$ cat src/inc/isasa_pkg.sv
// constants, field positions and state codes for the two-wire port block
// assumes a 32-bit apb register bus and a 20 MHz system clock
package isasa_pkg;
	// ==================================================
	// register map (byte addresses)
	localparam int unsigned DW       = 32;
	localparam int unsigned AW       = 8;
	localparam logic [7:0]  OFS_CTRL = 8'h00;
	localparam logic [7:0]  OFS_STAT = 8'h04;
	localparam logic [7:0]  OFS_ADDR = 8'h08;
	localparam logic [7:0]  OFS_MASK = 8'h0C;
	localparam logic [7:0]  OFS_RCV  = 8'h10;
	localparam logic [7:0]  OFS_TRN  = 8'h14;
	localparam logic [7:0]  OFS_RATE = 8'h18;
	localparam logic [7:0]  OFS_MCMD = 8'h1C;
	// ==================================================
	// serial_bus_control fields
	localparam int unsigned C_EN  = 15;
	localparam int unsigned C_SIDL = 13;
	localparam int unsigned C_REL = 12;
	localparam int unsigned C_ALL = 11;
	localparam int unsigned C_A10 = 10;
	localparam int unsigned C_SLW = 9;
	localparam int unsigned C_SMB = 8;
	localparam int unsigned C_GC  = 7;
	localparam int unsigned C_STR = 6;
	localparam logic [15:0] CTRL_RST   = 16'h1000;
	localparam logic [15:0] CTRL_WMASK = 16'hBFFF;
	// ==================================================
	// status fields
	localparam int unsigned S_TBF = 0;
	localparam int unsigned S_RBF = 1;
	localparam int unsigned S_RW  = 2;
	localparam int unsigned S_STA = 3;
	localparam int unsigned S_STO = 4;
	localparam int unsigned S_DA  = 5;
	localparam int unsigned S_POV = 6;
	localparam int unsigned S_A10 = 8;
	localparam int unsigned S_GC  = 9;
	localparam int unsigned S_BCL = 10;
	localparam int unsigned MC_GO = 0;
	// ==================================================
	// address classes and bit counting
	localparam logic [4:0]  TEN_PREFIX = 5'h1E;
	localparam logic [6:0]  GC_ADDR    = 7'h00;
	localparam logic [6:0]  ORD_LO     = 7'h08;
	localparam logic [6:0]  ORD_HI     = 7'h77;
	localparam logic [3:0]  BIT_LAST   = 4'h7;
	localparam logic [3:0]  BIT_ACK    = 4'h8;
	localparam int unsigned RATE_W     = 16;
	localparam logic [9:0]  ADDR_RST   = 10'h000;
	localparam logic [15:0] RATE_RST   = 16'h0000;
	// ==================================================
	// state codes
	typedef enum logic [5:0] {
		SL_IDLE = 6'h01, SL_ADDR = 6'h02, SL_ADDR2 = 6'h04,
		SL_RX   = 6'h08, SL_TX   = 6'h10, SL_SKIP  = 6'h20
	} isasa_slave_e;
	typedef enum logic [2:0] {
		M_IDLE = 3'h1, M_LOW = 3'h2, M_HIGH = 3'h4
	} isasa_mst_e;
endpackage

$ cat src/logic/isasa_rate_ctr.sv
// master rate down-counter with clock-arbitration wait
// assumes scl_high is already synchronised to clock
`timescale 1ns/1ps
module isasa_rate_ctr (
	// clock and reset
	input  wire logic                          clock,
	input  wire logic                          rst,
	input  wire logic                          ce,
	// control
	input  wire logic                          load,
	input  wire logic                          arb,
	input  wire logic                          scl_high,
	input  wire logic [isasa_pkg::RATE_W-1:0]  reload,
	// status
	output logic                               expired
);
	import isasa_pkg::*;

	logic [RATE_W-1:0] cnt_reg;
	logic              wait_reg;

	// ==================================================
	// counter
	always_ff @(posedge clock or posedge rst) begin
		if (rst) begin
			cnt_reg  <= '0;
			wait_reg <= 1'b0;
		end else if (ce) begin
			if (load && arb) begin
				wait_reg <= 1'b1;
			end else if (wait_reg) begin
				// pause while another party holds the clock low
				if (scl_high) begin
					wait_reg <= 1'b0;
					cnt_reg  <= reload;
				end
			end else if (load) begin
				cnt_reg <= reload;
			end else if (cnt_reg != '0) begin
				cnt_reg <= cnt_reg - 1'b1;
			end
		end
	end

	assign expired = !wait_reg && (cnt_reg == '0);
endmodule

$ cat src/logic/isasa_top.sv
// two-wire bus port: slave addressing, clock stretching, master arbitration
// assumes an apb master on clock and open-drain pins resolved outside
//
// Notes on behaviour
// - seven-bit mode compares low seven address bits
// - ten-bit first byte matches 11110 plus A9 A8
// - second byte compared only after first matches
// - classify general call, ordinary, ten-bit, reserved addresses
// - mask bits make address positions don't-care
// - accept-all acknowledges every address
// - general call only when enabled or accept-all set; raises slave event
// - transmit stretch after ninth clock if buffer empty
// - transmit after an address match always stretches; software must release
// - receive stretch per byte when stretch enabled
// - stretch enabled: software writes release freely
// - stretch disabled: only writes of one count
// - hardware clears release at transmit start, receive end
// - rate counter waits for clock high, then reloads
// - released data read low while clock high: collision
// - collision raises master event, master goes idle
// - data line changes only while clock low, except the master's release at the end of its byte
// - module enable hands pins to the block
// - halt-in-idle stops the engine during system idle
// - rate counter counts to zero then stops
// - complete byte moves to receive buffer, event pulse
// - collision flag sticky until software clears
`timescale 1ns/1ps
module isasa_top (
	// clock, reset, enables
	input  wire logic                      clock,
	input  wire logic                      rst,
	input  wire logic                      ce,
	input  wire logic                      sys_idle,
	// apb slave
	input  wire logic                      psel,
	input  wire logic                      penable,
	input  wire logic                      pwrite,
	input  wire logic [isasa_pkg::AW-1:0]  paddr,
	input  wire logic [isasa_pkg::DW-1:0]  pwdata,
	output logic      [isasa_pkg::DW-1:0]  prdata,
	output logic                           pready,
	output logic                           pslverr,
	// bus pins
	input  wire logic                      scl_in,
	output logic                           scl_out,
	output logic                           scl_oe_n,
	input  wire logic                      sda_in,
	output logic                           sda_out,
	output logic                           sda_oe_n,
	// pin configuration and events
	output logic                           pins_owned,
	output logic                           slew_limit_disable,
	output logic                           smbus_input_levels,
	output logic                           slave_events_flag,
	output logic                           master_events_flag
);
	import isasa_pkg::*;

	function automatic logic masked_eq(input logic [7:0] a, input logic [7:0] b,
		input logic [7:0] m);
		masked_eq = ((a ^ b) & ~m) == '0;
	endfunction

	logic [15:0]       serial_bus_control;
	logic [9:0]        slave_address_reg;
	logic [9:0]        address_mask_reg;
	logic [7:0]        receive_buffer_reg;
	logic [7:0]        transmit_holding_reg;
	logic [RATE_W-1:0] rate_reload_reg;
	logic              transmit_buffer_full, rbf_reg, pov_reg, bcl_reg;
	logic              gc_reg, a10_reg, da_reg, rw_reg, sta_reg, sto_reg;
	logic [1:0]        scl_sy, sda_sy;
	logic              scl_d, sda_d;
	isasa_slave_e      sl_state, sl_next;
	isasa_mst_e        m_state;
	logic [3:0]        bit_cnt, m_cnt;
	logic [7:0]        receive_shift_reg, sh_out, m_sh;
	logic              sl_sda_low, ten_matched, tx_pend, m_nack;
	logic              m_scl_low, m_sda_low, pready_reg, pslverr_reg;
	logic [DW-1:0]     prdata_reg, rd_mux;
	logic [15:0]       stat_v;
	logic              a_ack, rate_exp;
	isasa_slave_e      a_next;

	// ==================================================
	// pin synchronisers and line events
	always_ff @(posedge clock or posedge rst) begin
		if (rst) begin
			scl_sy <= '1;
			sda_sy <= '1;
			scl_d  <= 1'b1;
			sda_d  <= 1'b1;
		end else if (ce) begin
			scl_sy <= {scl_sy[0], scl_in};
			sda_sy <= {sda_sy[0], sda_in};
			scl_d  <= scl_sy[1];
			sda_d  <= sda_sy[1];
		end
	end

	wire scl_s    = scl_sy[1];
	wire sda_s    = sda_sy[1];
	wire scl_rise = scl_s && !scl_d;
	wire scl_fall = !scl_s && scl_d;
	wire start_c  = scl_s && scl_d && sda_d && !sda_s;
	wire stop_c   = scl_s && scl_d && !sda_d && sda_s;
	wire run      = ce && !(serial_bus_control[C_SIDL] && sys_idle);
	wire eng      = run && serial_bus_control[C_EN];

	// ==================================================
	// address decision at the end of a byte
	always_comb begin
		a_ack  = 1'b0;
		a_next = SL_SKIP;
		if (sl_state == SL_ADDR) begin
			if (serial_bus_control[C_ALL]) begin
				a_ack  = 1'b1;
				a_next = receive_shift_reg[0] ? SL_TX : SL_RX;
			end else if (receive_shift_reg == {GC_ADDR, 1'b0}) begin
				a_ack  = serial_bus_control[C_GC];
				a_next = serial_bus_control[C_GC] ? SL_RX : SL_SKIP;
			end else if (serial_bus_control[C_A10]) begin
				if (masked_eq({1'b0, receive_shift_reg[7:1]},
					{1'b0, TEN_PREFIX, slave_address_reg[9:8]},
					{6'h00, address_mask_reg[9:8]})) begin
					// a read prefix is only ours after a full ten-bit write match
					a_ack  = !receive_shift_reg[0] || ten_matched;
					a_next = receive_shift_reg[0] ? (ten_matched ? SL_TX : SL_SKIP) : SL_ADDR2;
				end
			end else if (receive_shift_reg[7:1] >= ORD_LO && receive_shift_reg[7:1] <= ORD_HI
				&& masked_eq({1'b0, receive_shift_reg[7:1]}, {1'b0, slave_address_reg[6:0]},
				{1'b0, address_mask_reg[6:0]})) begin
				a_ack  = 1'b1;
				a_next = receive_shift_reg[0] ? SL_TX : SL_RX;
			end
		end else if (sl_state == SL_ADDR2) begin
			if (masked_eq(receive_shift_reg, slave_address_reg[7:0],
				address_mask_reg[7:0])) begin
				a_ack  = 1'b1;
				a_next = SL_RX;
			end
		end else if (sl_state == SL_RX) begin
			a_ack  = 1'b1;
			a_next = SL_RX;
		end else if (sl_state == SL_TX) begin
			a_next = SL_TX;
		end
	end

	wire tx_take  = eng && !start_c && !stop_c && tx_pend && serial_bus_control[C_REL];
	wire sl_edge  = eng && !start_c && !stop_c && !tx_take && sl_state != SL_IDLE && scl_fall;
	wire byte_end = sl_edge && bit_cnt == BIT_LAST;
	wire ack_end  = sl_edge && bit_cnt == BIT_ACK;
	wire store    = byte_end && a_ack && sl_state != SL_TX;
	wire tx_nack  = sl_state == SL_TX && m_nack;
	wire rel_clr  = ack_end && ((sl_next == SL_TX && !tx_nack
		&& (sl_state != SL_TX || !transmit_buffer_full))
		|| (sl_next == SL_RX && sl_state == SL_RX && serial_bus_control[C_STR]));
	wire sl_hold  = !serial_bus_control[C_REL] && (sl_state == SL_RX || sl_state == SL_TX)
		&& !scl_s;

	// ==================================================
	// slave engine
	always_ff @(posedge clock or posedge rst) begin
		if (rst) begin
			sl_state <= SL_IDLE;
			sl_next <= SL_IDLE;
			bit_cnt <= '0;
			receive_shift_reg <= '0;
			sh_out <= '0;
			sl_sda_low <= 1'b0;
			ten_matched <= 1'b0;
			tx_pend <= 1'b0;
			m_nack <= 1'b0;
		end else if (run) begin
			if (!serial_bus_control[C_EN] || stop_c) begin
				sl_state <= SL_IDLE;
				sl_sda_low <= 1'b0;
				ten_matched <= 1'b0;
				tx_pend <= 1'b0;
			end else if (start_c) begin
				sl_state <= SL_ADDR;
				// the start's own clock fall wraps this to zero
				bit_cnt <= '1;
				sl_sda_low <= 1'b0;
				tx_pend <= 1'b0;
			end else if (tx_take) begin
				// clock is held low here, so the first bit is safe to place
				sh_out <= transmit_holding_reg;
				sl_sda_low <= !transmit_holding_reg[7];
				tx_pend <= 1'b0;
			end else if (scl_rise && sl_state != SL_IDLE) begin
				if (bit_cnt != BIT_ACK) begin
					receive_shift_reg <= {receive_shift_reg[6:0], sda_s};
				end else begin
					m_nack <= sda_s;
				end
			end else if (byte_end) begin
				bit_cnt <= BIT_ACK;
				sl_sda_low <= a_ack;
				sl_next <= a_next;
				if (sl_state == SL_ADDR2 && a_ack) begin
					ten_matched <= 1'b1;
				end
			end else if (ack_end) begin
				bit_cnt <= '0;
				sl_sda_low <= 1'b0;
				sl_state <= tx_nack ? SL_SKIP : sl_next;
				tx_pend <= sl_next == SL_TX && !tx_nack;
			end else if (sl_edge) begin
				bit_cnt <= bit_cnt + 1'b1;
				if (sl_state == SL_TX) begin
					sh_out <= {sh_out[6:0], 1'b1};
					sl_sda_low <= !sh_out[6];
				end
			end
		end
	end

	// ==================================================
	// master byte transmit with arbitration
	wire m_coll = m_state == M_HIGH && scl_s && !m_sda_low && !sda_s;
	wire m_go   = eng && m_state == M_IDLE && transmit_buffer_full
		&& pready_reg && psel && penable && pwrite && paddr == OFS_MCMD && pwdata[MC_GO];
	wire m_done = m_state == M_HIGH && !m_coll && rate_exp && m_cnt == BIT_LAST;
	wire r_load = eng && (m_go || (m_state == M_LOW && rate_exp)
		|| (m_state == M_HIGH && !m_coll && rate_exp && m_cnt != BIT_LAST));

	isasa_rate_ctr u_rate (
		.clock    (clock),
		.rst      (rst),
		.ce       (eng),
		.load     (r_load),
		.arb      (m_state == M_LOW),
		.scl_high (scl_s),
		.reload   (rate_reload_reg),
		.expired  (rate_exp)
	);

	always_ff @(posedge clock or posedge rst) begin
		if (rst) begin
			m_state <= M_IDLE;
			m_cnt <= '0;
			m_sh <= '0;
			m_scl_low <= 1'b0;
			m_sda_low <= 1'b0;
		end else if (run && !serial_bus_control[C_EN]) begin
			m_state <= M_IDLE;
			m_scl_low <= 1'b0;
			m_sda_low <= 1'b0;
		end else if (eng) begin
			unique case (m_state)
				M_IDLE: begin
					if (m_go) begin
						m_state <= M_LOW;
						m_sh <= transmit_holding_reg;
						m_cnt <= '0;
						m_scl_low <= 1'b1;
					end
				end
				M_LOW: begin
					// data moves one cycle after the clock went low
					m_sda_low <= !m_sh[7];
					if (rate_exp) begin
						m_scl_low <= 1'b0;
						m_state <= M_HIGH;
					end
				end
				M_HIGH: begin
					if (m_coll || m_done) begin
						m_state <= M_IDLE;
						m_scl_low <= 1'b0;
						m_sda_low <= 1'b0;
					end else if (rate_exp) begin
						m_state <= M_LOW;
						m_scl_low <= 1'b1;
						m_cnt <= m_cnt + 1'b1;
						m_sh <= {m_sh[6:0], 1'b1};
					end
				end
			endcase
		end
	end

	// ==================================================
	// apb slave: one wait state, registered answer
	wire acc   = psel && penable;
	wire wr_go = acc && pready_reg && pwrite;
	wire rd_go = acc && pready_reg && !pwrite;
	wire known = paddr == OFS_CTRL || paddr == OFS_STAT || paddr == OFS_ADDR
		|| paddr == OFS_MASK || paddr == OFS_RCV || paddr == OFS_TRN
		|| paddr == OFS_RATE || paddr == OFS_MCMD;

	always_comb begin
		stat_v = '0;
		stat_v[S_TBF] = transmit_buffer_full;
		stat_v[S_RBF] = rbf_reg;
		stat_v[S_RW] = rw_reg;
		stat_v[S_STA] = sta_reg;
		stat_v[S_STO] = sto_reg;
		stat_v[S_DA] = da_reg;
		stat_v[S_POV] = pov_reg;
		stat_v[S_A10] = a10_reg;
		stat_v[S_GC] = gc_reg;
		stat_v[S_BCL] = bcl_reg;
		unique case (paddr)
			OFS_CTRL: rd_mux = DW'(serial_bus_control);
			OFS_STAT: rd_mux = DW'(stat_v);
			OFS_ADDR: rd_mux = DW'(slave_address_reg);
			OFS_MASK: rd_mux = DW'(address_mask_reg);
			OFS_RCV:  rd_mux = DW'(receive_buffer_reg);
			OFS_TRN:  rd_mux = DW'(transmit_holding_reg);
			OFS_RATE: rd_mux = DW'(rate_reload_reg);
			OFS_MCMD: rd_mux = DW'(m_state != M_IDLE);
			default:  rd_mux = '0;
		endcase
	end

	always_ff @(posedge clock or posedge rst) begin
		if (rst) begin
			pready_reg <= 1'b0;
			pslverr_reg <= 1'b0;
			prdata_reg <= '0;
		end else if (ce) begin
			pready_reg <= acc && !pready_reg;
			pslverr_reg <= acc && !pready_reg && !known;
			if (acc && !pready_reg) begin
				prdata_reg <= pwrite ? '0 : rd_mux;
			end
		end
	end

	// ==================================================
	// control and configuration registers
	always_ff @(posedge clock or posedge rst) begin
		if (rst) begin
			serial_bus_control <= CTRL_RST;
			slave_address_reg <= ADDR_RST;
			address_mask_reg <= ADDR_RST;
			rate_reload_reg <= RATE_RST;
		end else if (ce) begin
			if (wr_go && paddr == OFS_CTRL) begin
				serial_bus_control <= pwdata[15:0] & CTRL_WMASK;
				serial_bus_control[C_REL] <= serial_bus_control[C_REL];
				// with stretching off, a zero write leaves the release alone
				if (serial_bus_control[C_STR] || pwdata[C_REL]) begin
					serial_bus_control[C_REL] <= pwdata[C_REL];
				end else if (rel_clr) begin
					serial_bus_control[C_REL] <= 1'b0;
				end
			end else if (rel_clr) begin
				serial_bus_control[C_REL] <= 1'b0;
			end
			if (wr_go && paddr == OFS_ADDR) begin
				slave_address_reg <= pwdata[9:0];
			end
			if (wr_go && paddr == OFS_MASK) begin
				address_mask_reg <= pwdata[9:0];
			end
			if (wr_go && paddr == OFS_RATE) begin
				rate_reload_reg <= pwdata[RATE_W-1:0];
			end
		end
	end

	// ==================================================
	// data buffers and status flags
	always_ff @(posedge clock or posedge rst) begin
		if (rst) begin
			transmit_holding_reg <= '0;
			transmit_buffer_full <= 1'b0;
		end else if (ce) begin
			if (wr_go && paddr == OFS_TRN) begin
				transmit_holding_reg <= pwdata[7:0];
				transmit_buffer_full <= 1'b1;
			end else if (tx_take || m_go) begin
				transmit_buffer_full <= 1'b0;
			end
		end
	end

	wire rcv_rd = rd_go && paddr == OFS_RCV;
	wire stat_w = wr_go && paddr == OFS_STAT;

	always_ff @(posedge clock or posedge rst) begin
		if (rst) begin
			receive_buffer_reg <= '0;
			{rbf_reg, pov_reg, bcl_reg, gc_reg, a10_reg} <= '0;
			{da_reg, rw_reg, sta_reg, sto_reg} <= '0;
		end else if (ce) begin
			// an overflowing byte is dropped; the buffer keeps the unread one
			if (store && !(rbf_reg && !rcv_rd)) begin
				receive_buffer_reg <= receive_shift_reg;
			end
			rbf_reg <= store || (rbf_reg && !rcv_rd);
			pov_reg <= (store && rbf_reg && !rcv_rd) || (pov_reg && !(stat_w && !pwdata[S_POV]));
			bcl_reg <= (eng && m_coll) || (bcl_reg && !(stat_w && !pwdata[S_BCL]));
			if (eng && stop_c) begin
				{gc_reg, a10_reg, sto_reg, sta_reg} <= 4'h2;
			end else if (eng && start_c) begin
				{sto_reg, sta_reg} <= 2'h1;
			end else if (store && sl_state == SL_ADDR) begin
				gc_reg <= receive_shift_reg == {GC_ADDR, 1'b0};
				rw_reg <= receive_shift_reg[0];
				da_reg <= 1'b0;
			end else if (store) begin
				a10_reg <= a10_reg || sl_state == SL_ADDR2;
				da_reg <= sl_state == SL_RX;
			end
		end
	end

	// ==================================================
	// pins and output flops
	always_ff @(posedge clock or posedge rst) begin
		if (rst) begin
			scl_oe_n <= 1'b1;
			sda_oe_n <= 1'b1;
			scl_out <= 1'b0;
			sda_out <= 1'b0;
			pins_owned <= 1'b0;
			slew_limit_disable <= 1'b0;
			smbus_input_levels <= 1'b0;
			slave_events_flag <= 1'b0;
			master_events_flag <= 1'b0;
		end else if (ce) begin
			scl_oe_n <= !(serial_bus_control[C_EN] && (m_scl_low || sl_hold));
			sda_oe_n <= !(serial_bus_control[C_EN] && (m_sda_low || sl_sda_low));
			scl_out <= 1'b0;
			sda_out <= 1'b0;
			pins_owned <= serial_bus_control[C_EN];
			slew_limit_disable <= serial_bus_control[C_SLW];
			smbus_input_levels <= serial_bus_control[C_SMB];
			slave_events_flag <= store;
			master_events_flag <= eng && (m_coll || m_done);
		end
	end

	assign prdata  = prdata_reg;
	assign pready  = pready_reg;
	assign pslverr = pslverr_reg;
endmodule

$ cat config.mk
export PLATFORM = sky130hd
export DESIGN_NAME = isasa_top
export DESIGN_NICKNAME = d
export VERILOG_FILES = /design/src/inc/isasa_pkg.sv /design/src/logic/isasa_rate_ctr.sv /design/src/logic/isasa_top.sv
export SDC_FILE = /design/constraint.sdc
export NUM_CORES = 1
export LEC_CHECK = 0
export BUFFER_PORTS_ARGS = -buffer_cell sky130_fd_sc_hd__clkbuf_2
export CORE_UTILIZATION = 64
export DETAILED_ROUTE_END_ITERATION = 7
export PLACE_DENSITY = 0.95
export SLEW_MARGIN = 30
export SYNTH_ARGS = -nofsm -noshare
export SYNTH_HDL_FRONTEND = slang
export SYNTH_HIERARCHICAL = 1
export SYNTH_SLANG_ARGS = --single-unit
$ cat constraint.sdc
create_clock -name clock -period 10.95 [get_ports clock]
set_clock_uncertainty 0.05 [all_clocks]
set_input_delay 0.5475 -clock clock [delete_from_list [all_inputs] [get_ports clock]]
set_output_delay 0.5475 -clock clock [all_outputs]
set_load 0.02 [all_outputs]
After elaboration in Yosys (flattened, before gate mapping):

Index checks and enable logic that the tools add are counted.

* bitwise operators: 18
* div/mod/pow operators: 0
* reduce and logical (&&, ||, !) cells: 185
* equality and inequality tests: 47
* shift-type cells: 0
* magnitude comparators: 2
* add/sub/neg operators: 3
* multiplexer cells: 115
* multiply operators: 0

Operators with widths (count)
* $pmux 16 s8: 1
* $mux 6: 20
* $logic_and 1x1->1: 81
* $mux 16: 4
* $mux 1: 59
* $mux 7: 6
* $logic_not 8->1: 5
* $mux 4: 9
* $eq 8x5->1 const B: 4
* $mux 32: 1
* $logic_not 1->1: 30
* $reduce_and 6->1: 5
* $reduce_and 4->1: 7
* $mux 8: 3
* $ne 2x2->1 const B: 12
* $logic_or 1x1->1: 23
* $reduce_bool 2->1: 11
* $mux 3: 6
* $reduce_and 2->1: 9
* $and 7x8->8: 2
* $eq 8x4->1 const B: 2
* $logic_not 16->1: 1
* $pmux 8 s2: 1
* $reduce_bool 16->1: 1
* 41 further kinds: 67

* latch bits: 0
* ROM bits: 0
* word-level logic and storage cells: 417
* bits in writable memories: 0
* memories kept: 0
* register bits after elaboration: 193
* output and inout bits: 43

Depth between registers and ports, before layout:

Gate-level depths: netlist of the first run.

* depth in word-level cells: 19
* mapped depth: 13

By module:

The synthesis of the first run kept the hierarchy.

By module, submodules not included
* isasa_top: area each 7901.3 sq um, cells each 714, times used 1
* isasa_rate_ctr: area each 1191.1 sq um, cells each 136, times used 1

Worst setup path before layout of the first run:

OpenSTA, ideal clock, no wires.

* path kind: register to register
* start: reg u_rate.cnt_reg[0]
* end: reg u_rate.cnt_reg[3]
* arrival: 2.759 ns
* stages on the path, launching flop included: 13
* clock period less this slack: 2.938 ns
* path slack: 8.012 ns
* library setup time: 0.128 ns
* cell sequence: dfrtp_1 > inv_1 > ha_1 > nor3b_4 > nand4_1 > nor4_1 > nand2_1 > o21ai_0 > nor2_1 > buf_2 > and4_1 > a221oi_1 > o22ai_1

* word-level cells in the longest chain between the ends: 9
* elaborated cells between the ends (all ways): 17

RTL lines
* from (decl): RTL line isasa_rate_ctr.sv:19 `logic [RATE_W-1:0] cnt_reg;`
* from (signal assigned): RTL line isasa_rate_ctr.sv:35 `cnt_reg <= reload;`
* from (signal assigned): RTL line isasa_rate_ctr.sv:38 `cnt_reg <= reload;`
* from (signal assigned): RTL line isasa_rate_ctr.sv:40 `cnt_reg <= cnt_reg - 1'b1;`
* $logic_not 16->1 *: RTL line isasa_rate_ctr.sv:45 `assign expired = !wait_reg && (cnt_reg == '0);`
* $logic_and 1x1->1 *: RTL line isasa_rate_ctr.sv:45
* net rate_exp: RTL line isasa_top.sv:82 `logic a_ack, rate_exp;`
* $logic_and 1x1->1, on equally long branches: RTL line isasa_top.sv:226, isasa_top.sv:227
* $logic_or 1x1->1 or $logic_and 1x1->1 (tied branches): RTL line isasa_top.sv:226, isasa_top.sv:227
* $logic_or 1x1->1 *: RTL line isasa_top.sv:227 `|| (m_state == M_HIGH && !m_coll && rate_exp && m_cnt != BIT_LAST));`
* $logic_and 1x1->1 *: RTL line isasa_top.sv:226 `wire r_load = eng && (m_go || (m_state == M_LOW && rate_exp)`
* net r_load: RTL line isasa_top.sv:226
* $logic_and 1x1->1: RTL line isasa_rate_ctr.sv:29 `if (load && arb) begin`
* $not 1->1 (no line)
* $reduce_and 4->1 (no line)

Mark *: on every way through the listed nets, which the timed path passes. The rest lies on a longest branch. The select of a mux whose other input is x is not followed.
A chain may end at the register's enable or synchronous reset.

Worst setup path in the final report of the first run:

* start: reg u_rate.cnt_reg[0]
* end: reg u_rate.cnt_reg[8]

The elaborated chain is that of the path after synthesis.

==> results.md, run 1 <==
- DRC: 3
- First-pass GRT wire length: 42,300 um
- Number of flops mapped to enable cells by yosys: 0
- CTS tree: yes
- Number of CTS-inserted buffers: 17
- Share of layout cells above drive strength 1: 24.8%
- Arrival time at the worst endpoint: 4290 ps
- Finish-stage setup viols: 0
- Syn avg cell area: 10.7 um2
- Final design utilization: 71.8%
- Share of flip-flops with an asynchronous set or reset: 100%
- Hold-fix buffers at CTS: 0
- Max stage delay cell, worst path: sky130_fd_sc_hd__nor4_1
- Remaining Overflow, GRT: 0
- Number of fill cells in the layout: 851
- Max capacitance violation total: 0
- Number of inserted diodes: 0
- CP Capture Type: register
- Worst-case clock buffer depth: 2
- Post-synthesis sequential area ratio: 48.3%
- Vias: 7,788
- Master cell of the clock root buffer: sky130_fd_sc_hd__clkbuf_16
- Number of synthesized register bits: 175
- Type of origin of the critical path: register
- Placer congestion estimate: 0.926
- Worst reg-to-reg setup slack: 6920 ps
- Core footprint: 13,900 um2
- Headroom to the max-slew limit: 36.4%
- Maximum cell stage delay along the critical path: 700 ps
- Die X: 121 um
- Predominant post-synthesis flop cell: sky130_fd_sc_hd__dfrtp_1
- Via/cell ratio: 7.24
- Met3 Routed Length: 2960 um
- DIE HEIGHT: 121 um
- CTS Sinks: 175
- FMAX: 0.248 GHz
- Power density over the cells: 135 nW/um2
- Area of the mapped netlist: 9090 um2
- Mapped Cells: 850
- Number of input and output port buffers inserted: 57
- Residual antenna-violating net count after detailed routing: 0
- Violated checks: DRC
- Setup Slack @ Placement: 7110 ps
- Final net count: 936
- Count of different cell masters after synthesis: 82
- Unrepaired setup endpoints after global routing: no
- GRT Resource Usage Total: 38.9%
- Required time of the critical path: 11,200 ps
- Routed length per placed instance: 24.6 um
- Post-cts repair resize count: 0
- IR Drop Worst-Case VDD: 123 uV
- Final Worst Setup Slack: 6920 ps
- Leakage power figure: 4.50 nW
- Reg clk slew, reported paths: 60 ps
- Uppermost metal layer occupied by signal nets: met4
- M1 WL: 9610 um
- Total I/O pin count: 92
- Hold crit path type: input pin to asynchronous set/reset pin
- Warnings, synthesis: 6
- Placed wire-length estimate: 16,800 um
- Worst slew pin tran: 950 ps
- Final setup TNS: 0 ps
- Std-Cell Rows: 43
- Vias in the first global route: 7,661
- Crit path cell chain: inv_1, ha_1, nor3b_4, nand4_1, nor4_1, nand2_1, o21ai_0, or2_2, a21oi_1, a211oi_1, o22ai_1
- Number of max-slew violations in the final report: 0
- Worst-Skew Late Latency: 450 ps
- Part of the cycle the worst path needs: 36.8%
- Count of TritonRoute iterations in the first routing pass: 8
- Initial DRC Count: 1,230
- Growth of design area from synthesis to finish: 9.69%
- Final Hold Viols: 0
- Met2 layer wire length in the routed design: 12,100 um
- Final Routed Wirelength: 26,400 um
- Startpoint-to-endpoint class of the critical path: register to register
- Biggest fanout along the worst timing path: 36
- Largest net degree at the start of global routing: 94
- Final critical-path required period: 4030 ps
- Number of antenna violations at the first check in global routing: 0
- Area of the die: 14,700 um2
- CTS H-Tree Depth: 4
- Outcome: finished, violations left
- Number of buffers inserted by post-CTS setup repair: 0
- Starting utilization of the core area: 65.5%
==> path summary, 6_finish.rpt <==
check / from / to / depth (start not counted)
worst min-delay path: rst / u_rate/cnt_reg[4] / 2
max in group asynchronous: rst / serial_bus_control[4] / 3
worst min register to register: sh_out[4] / sh_out[4] / 2
worst max register to register: u_rate/cnt_reg[0] / u_rate/cnt_reg[8] / 11
worst max-delay path: u_rate/cnt_reg[0] / u_rate/cnt_reg[8] / 11
min in group clock: sda_in / sda_sy[0] / 2
==> layout make-up <==
cell class | instances | area [um2] | share of cell area [%]
tap | 180 | 225 | 2.26
sequential | 175 | 4390 | 44.1
multi-input combinational | 595 | 4330 | 43.4
timing repair buffer | 59 | 300 | 3.01
inverter | 35 | 136 | 1.37
clock inverter | 6 | 80.1 | 0.803
clock buffer | 25 | 505 | 5.07
==> cells in the final DEF (no fill, tap or decap), types with 7 or more instances in the layout <==
cell type                   synthesis  layout
sky130_fd_sc_hd__dfstp_2           12      12
sky130_fd_sc_hd__nor3_1            13      13
sky130_fd_sc_hd__xnor2_1           14      14
sky130_fd_sc_hd__a21oi_1           30      29
sky130_fd_sc_hd__clkbuf_2           1      57
sky130_fd_sc_hd__nand2_1           75      75
sky130_fd_sc_hd__nor3b_1           10       9
sky130_fd_sc_hd__a22oi_1           13      13
sky130_fd_sc_hd__mux2i_1           24      24
sky130_fd_sc_hd__dfrtp_1          163     163
sky130_fd_sc_hd__inv_1             34      33
sky130_fd_sc_hd__o21ai_0           68      68
sky130_fd_sc_hd__nor2_1            40      40
sky130_fd_sc_hd__clkbuf_16          0      17
sky130_fd_sc_hd__nor4_1             7       7
sky130_fd_sc_hd__mux2_2            84      84
sky130_fd_sc_hd__o22ai_1           15      15
sky130_fd_sc_hd__and2_1             8       8
sky130_fd_sc_hd__nand3_1           19      19
sky130_fd_sc_hd__conb_1             1      18
sky130_fd_sc_hd__a31oi_1            8       7
==> critical path, delay by kind of cell, from the launching register on <==
family,cells,cell delay (ps)
AND/OR/NAND/NOR,5,2210
AO/OA/AOI/OAI,4,850
flip-flops,1,400
adder cells (fa/ha/maj),1,230
buffers and inverters,1,120
==> stage by stage <==
| step | cell area (um2) | power, W | std cells | hold slack, ps |
|---|---|---|---|---|
| 6_report | 9970 | 0.00135 | 1075 | 199 |
| 5_1_grt | 9970 | 0.00138 | 1075 | 239 |
| 3_3_place_gp | 9350 | 0.000741 | 1044 | 408 |
| 2_1_floorplan | 9160 | 0.000724 | 867 | 391 |
| 4_1_cts | 9940 | 0.00134 | 1075 | 211 |
| 3_5_place_dp | 9350 | 0.000743 | 1044 | 420 |
==> cells by family (layout without fill, tap and decap cells) <==
group	count (synthesis)	in the layout	share of synthesized area [%]
other cells	1	18	0.0412
simple gates	235	235	14.5
fa+ha+maj	4	4	0.550
flops	175	175	48.3
mux	117	117	15.0
buf+inv	97	125	5.19
compound gates	201	201	14.5
xor+xnor	20	20	1.93
==> metal layers <==
| layer | GRT usage (%) | vias to the layer above |
|---|---|---|
| li1 | - | 3151 |
| met1 | 48.6 | 3785 |
| met2 | 58.9 | 653 |
| met3 | 12.7 | 199 |
| met4 | 22.8 | 0 |
| met5 | 0.735 | - |
==> Yosys cell counts, types with 4 or more instances <==
cell,number,area (um2)
sky130_fd_sc_hd__buf_1,4,15.0
sky130_fd_sc_hd__o21a_1,5,37.5
sky130_fd_sc_hd__ha_1,4,50.1
sky130_fd_sc_hd__a22oi_1,13,97.6
sky130_fd_sc_hd__a221oi_1,4,35.0
sky130_fd_sc_hd__a32o_1,4,40.0
sky130_fd_sc_hd__o21ai_0,68,340
sky130_fd_sc_hd__mux2i_1,24,240
sky130_fd_sc_hd__dfrtp_1,163,4080
sky130_fd_sc_hd__a31oi_1,8,50.1
sky130_fd_sc_hd__a222oi_1,5,50.1
sky130_fd_sc_hd__and2_1,8,50.1
sky130_fd_sc_hd__nand4_1,6,37.5
sky130_fd_sc_hd__clkbuf_1,25,93.8
sky130_fd_sc_hd__nor4_1,7,43.8
sky130_fd_sc_hd__nand2_1,75,282
sky130_fd_sc_hd__nor3b_1,10,75.1
sky130_fd_sc_hd__nor4_2,4,50.1
sky130_fd_sc_hd__buf_4,19,143
sky130_fd_sc_hd__xnor2_1,14,123
sky130_fd_sc_hd__buf_2,10,50.1
sky130_fd_sc_hd__a21oi_1,30,150
sky130_fd_sc_hd__o2bb2ai_1,5,43.8
sky130_fd_sc_hd__nand3b_1,4,30.0
sky130_fd_sc_hd__dfstp_2,12,315
sky130_fd_sc_hd__o31a_1,4,35.0
sky130_fd_sc_hd__nand4b_1,4,35.0
sky130_fd_sc_hd__nand2b_1,5,31.3
sky130_fd_sc_hd__nor2_1,40,150
sky130_fd_sc_hd__inv_1,34,128
sky130_fd_sc_hd__a21o_1,4,30.0
sky130_fd_sc_hd__xor2_1,6,52.6
sky130_fd_sc_hd__nor3_1,13,65.1
sky130_fd_sc_hd__o22ai_1,15,93.8
sky130_fd_sc_hd__and3_1,6,37.5
sky130_fd_sc_hd__mux2_2,84,946
sky130_fd_sc_hd__nand3_1,19,95.1
sky130_fd_sc_hd__a211oi_1,4,30.0
sky130_fd_sc_hd__nor2b_1,4,25.0
sky130_fd_sc_hd__mux4_2,6,135
==> where the power goes <==
part	internal [W]	switching, W	total (W)
logic	0.0000198	0.0000514	0.0000712
clock network	0.000363	0.000248	0.000612
registers	0.000655	0.0000108	0.000666
No activity file was read; power rests on OpenSTA's default activity.
==> inputs of run 2 (changes only) <==
Settings changed: CORE_UTILIZATION 64 to 54, PLACE_DENSITY 0.95 to 0.87.
Clock period 10.95 ns to 3.6 ns, I/O delays scaled along.
==> results.md, run 2 (synthesis gave the netlist of run 1 again) <==
- Total I/O pin count: 92 (unchanged)
- Number of inserted diodes: 0 (unchanged)
- Cells on worst reg2reg path: 11 (unchanged)
- Critical R2R Capture: u_rate/cnt_reg[3]
- Number of max-slew violations in the final report: 0 (unchanged)
- Placer congestion estimate: 0.950 (+2.5%)
- Via/cell ratio: 6.36 (-12%)
- GRT Resource Usage Total: 28.8% (-10 points)
- Growth of design area from synthesis to finish: 13.3%
- Biggest fanout along the worst timing path: 21 (-42%)
- Post-cts repair resize count: 0 (unchanged)
- Final Routed Wirelength: 23,800 um (-9.9%)
- Startpoint-to-endpoint class of the critical path: register to register
- Largest net degree at the start of global routing: 71 (-24%)
- Vias in the first global route: 7,317 (-4.5%)
- Instance area after placement: 9580 um2 (+2.4%)
- Vias: 7,312 (-6.1%)
- Part of the cycle the worst path needs: 88.8% (+52 points)
- Final setup TNS: 0 ps (unchanged)
- Hold path depth: 2
- Initial DRC Count: 710 (-42%)
- Worst reg-to-reg setup slack: 400 ps (-6510 ps)
- Master cell of the clock root buffer: sky130_fd_sc_hd__clkbuf_16
- Hold crit path type: input pin to register
- Number of input and output port buffers inserted: 57 (unchanged)
- Area of the die: 17,400 um2 (+18%)
- Most common cell after layout, fill and taps aside: sky130_fd_sc_hd__dfrtp_1
- Final net count: 970 (+3.6%)
- Worst flop-to-flop path startpoint: u_rate/cnt_reg[11]
- Share of layout cells above drive strength 1: 26.3% (+1.5 points)
- FMAX: 0.313 GHz (+26%)
- Residual antenna-violating net count after detailed routing: 0 (unchanged)
- Final critical-path required period: 3200 ps (-837 ps)
- Power consumption: 0.00412 W (+210%)
- Number of antenna violations at the first check in global routing: 0 (unchanged)
- Outcome: finished clean
- Final Hold Viols: 0 (unchanged)
- Required time of the critical path: 3850 ps (-7350 ps)
- CTS Sinks: 175 (unchanged)
- Starting utilization of the core area: 55.0% (-10 points)
- Core footprint: 16,500 um2 (+19%)
- Leakage power figure: 4.65 nW (+3.3%)
- Capture endpoint of the worst hold path: serial_bus_control[5]
- CP Capture Type: register
- IR Drop Worst-Case VDD: 337 uV (+170%)
- CTS H-Tree Depth: 4 (unchanged)
- Unrepaired setup endpoints after global routing: no
- Std-Cell Rows: 47 (+9.3%)
- First-pass GRT wire length: 38,700 um (-8.5%)
- DRC: 0 (-3)
- Remaining Overflow, GRT: 0 (unchanged)
- DIE HEIGHT: 132 um (+8.7%)
- CTS tree: yes
- Type of origin of the critical path: register
- Reg clk slew, reported paths: 70 ps (about the same)
- Finish-stage setup viols: 0 (unchanged)
- Number of buffers inserted by post-CTS setup repair: 0 (unchanged)
- Arrival time at the worst endpoint: 3450 ps (-840 ps)
- Final standard cell area without fillers: 10,300 um2 (+3.2%)
- Number of CTS-inserted buffers: 17 (unchanged)
- Setup Slack @ Placement: 449 ps (-6660 ps)
- Placed wire-length estimate: 17,000 um (+1.1%)
- Startpoint of the most critical hold path: pwdata[5]
- Count of TritonRoute iterations in the first routing pass: 6 (-2)
- Worst-case clock buffer depth: 2 (unchanged)
- Worst hold slack: 16.1 ps (-183 ps)
- Die X: 132 um (+8.7%)
- Power density over the cells: 400 nW/um2 (+200%)
- Headroom to the max-slew limit: 42.6% (+6.1 points)
- Worst slew pin tran: 859 ps (-90.7 ps)
- Max capacitance violation total: 0 (unchanged)
- Most frequent cells in the layout: sky130_fd_sc_hd__dfrtp_1 (163), sky130_fd_sc_hd__mux2_2 (84), sky130_fd_sc_hd__nand2_1 (75)
- Final Worst Setup Slack: 403 ps (-6510 ps)
- Worst-Skew Late Latency: 440 ps (about the same)
- Routed length per placed instance: 20.7 um (-16%)
[run 2: metrics by stage]
stage | util (%) | cells
CTS | 62.3 | 1150
global placement | 58.0 | 1106
finish | 62.3 | 1150
detailed placement | 58.0 | 1106
floorplan | - | 867
global route | 62.3 | 1150
[run 2: area by class of cell]
type                       instances  area, um2
fill                            1246       6230
multi-input combinational        595       4300
clock inverter                    12        133
tap                              220        275
inverter                          35        135
sequential                       175       4390
timing repair buffer              93        598
clock buffer                      20        467
[run 2: what timing repair did]
action	in CTS	in global routing
hold buffers	12	0
setup endpoints to repair	0	0
endpoints found under the hold margin	73	0
[run 2: worst max-delay path: stages, from the launching register on]
cell	delay, ps
sky130_fd_sc_hd__dfrtp_1	420
sky130_fd_sc_hd__nor4_4	480
sky130_fd_sc_hd__nand4_1	250
sky130_fd_sc_hd__nor4_1	320
sky130_fd_sc_hd__buf_4	200
sky130_fd_sc_hd__nand2_1	50
sky130_fd_sc_hd__o21ai_0	280
sky130_fd_sc_hd__or2_2	420
sky130_fd_sc_hd__buf_4	280
sky130_fd_sc_hd__nor2_1	70
sky130_fd_sc_hd__a21oi_1	120
sky130_fd_sc_hd__o22ai_1	90
[run 2: where the power goes]
part           internal, W  switching (W)
Clock              0.00108       0.000789
Combinational    0.0000763       0.000153
Sequential         0.00199      0.0000290
[run 2: worst max path at each step]
stage | depth (start not counted) | endpoint | slack, ps | start
6_report | 11 | u_rate/cnt_reg[3] | 400 | u_rate/cnt_reg[11]
5_1_grt | 11 | u_rate/cnt_reg[2] | 170 | u_rate/cnt_reg[11]
4_1_cts | 11 | u_rate/cnt_reg[3] | 430 | u_rate/cnt_reg[11]
3_5_place_dp | 11 | u_rate/cnt_reg[3] | 450 | u_rate/cnt_reg[11]
3_3_place_gp | 11 | u_rate/cnt_reg[3] | 540 | u_rate/cnt_reg[11]
2_1_floorplan | 12 | u_rate/cnt_reg[3] | 660 | u_rate/cnt_reg[0]
[run 2: layer usage]
layer	GRT usage [%]	part of all wire, %	routed length [um]
met5	0	0	0
met4	16.7	4.7	1120
met3	6.54	8.0	1900
met2	46.3	48	11500
met1	36.0	39	9280
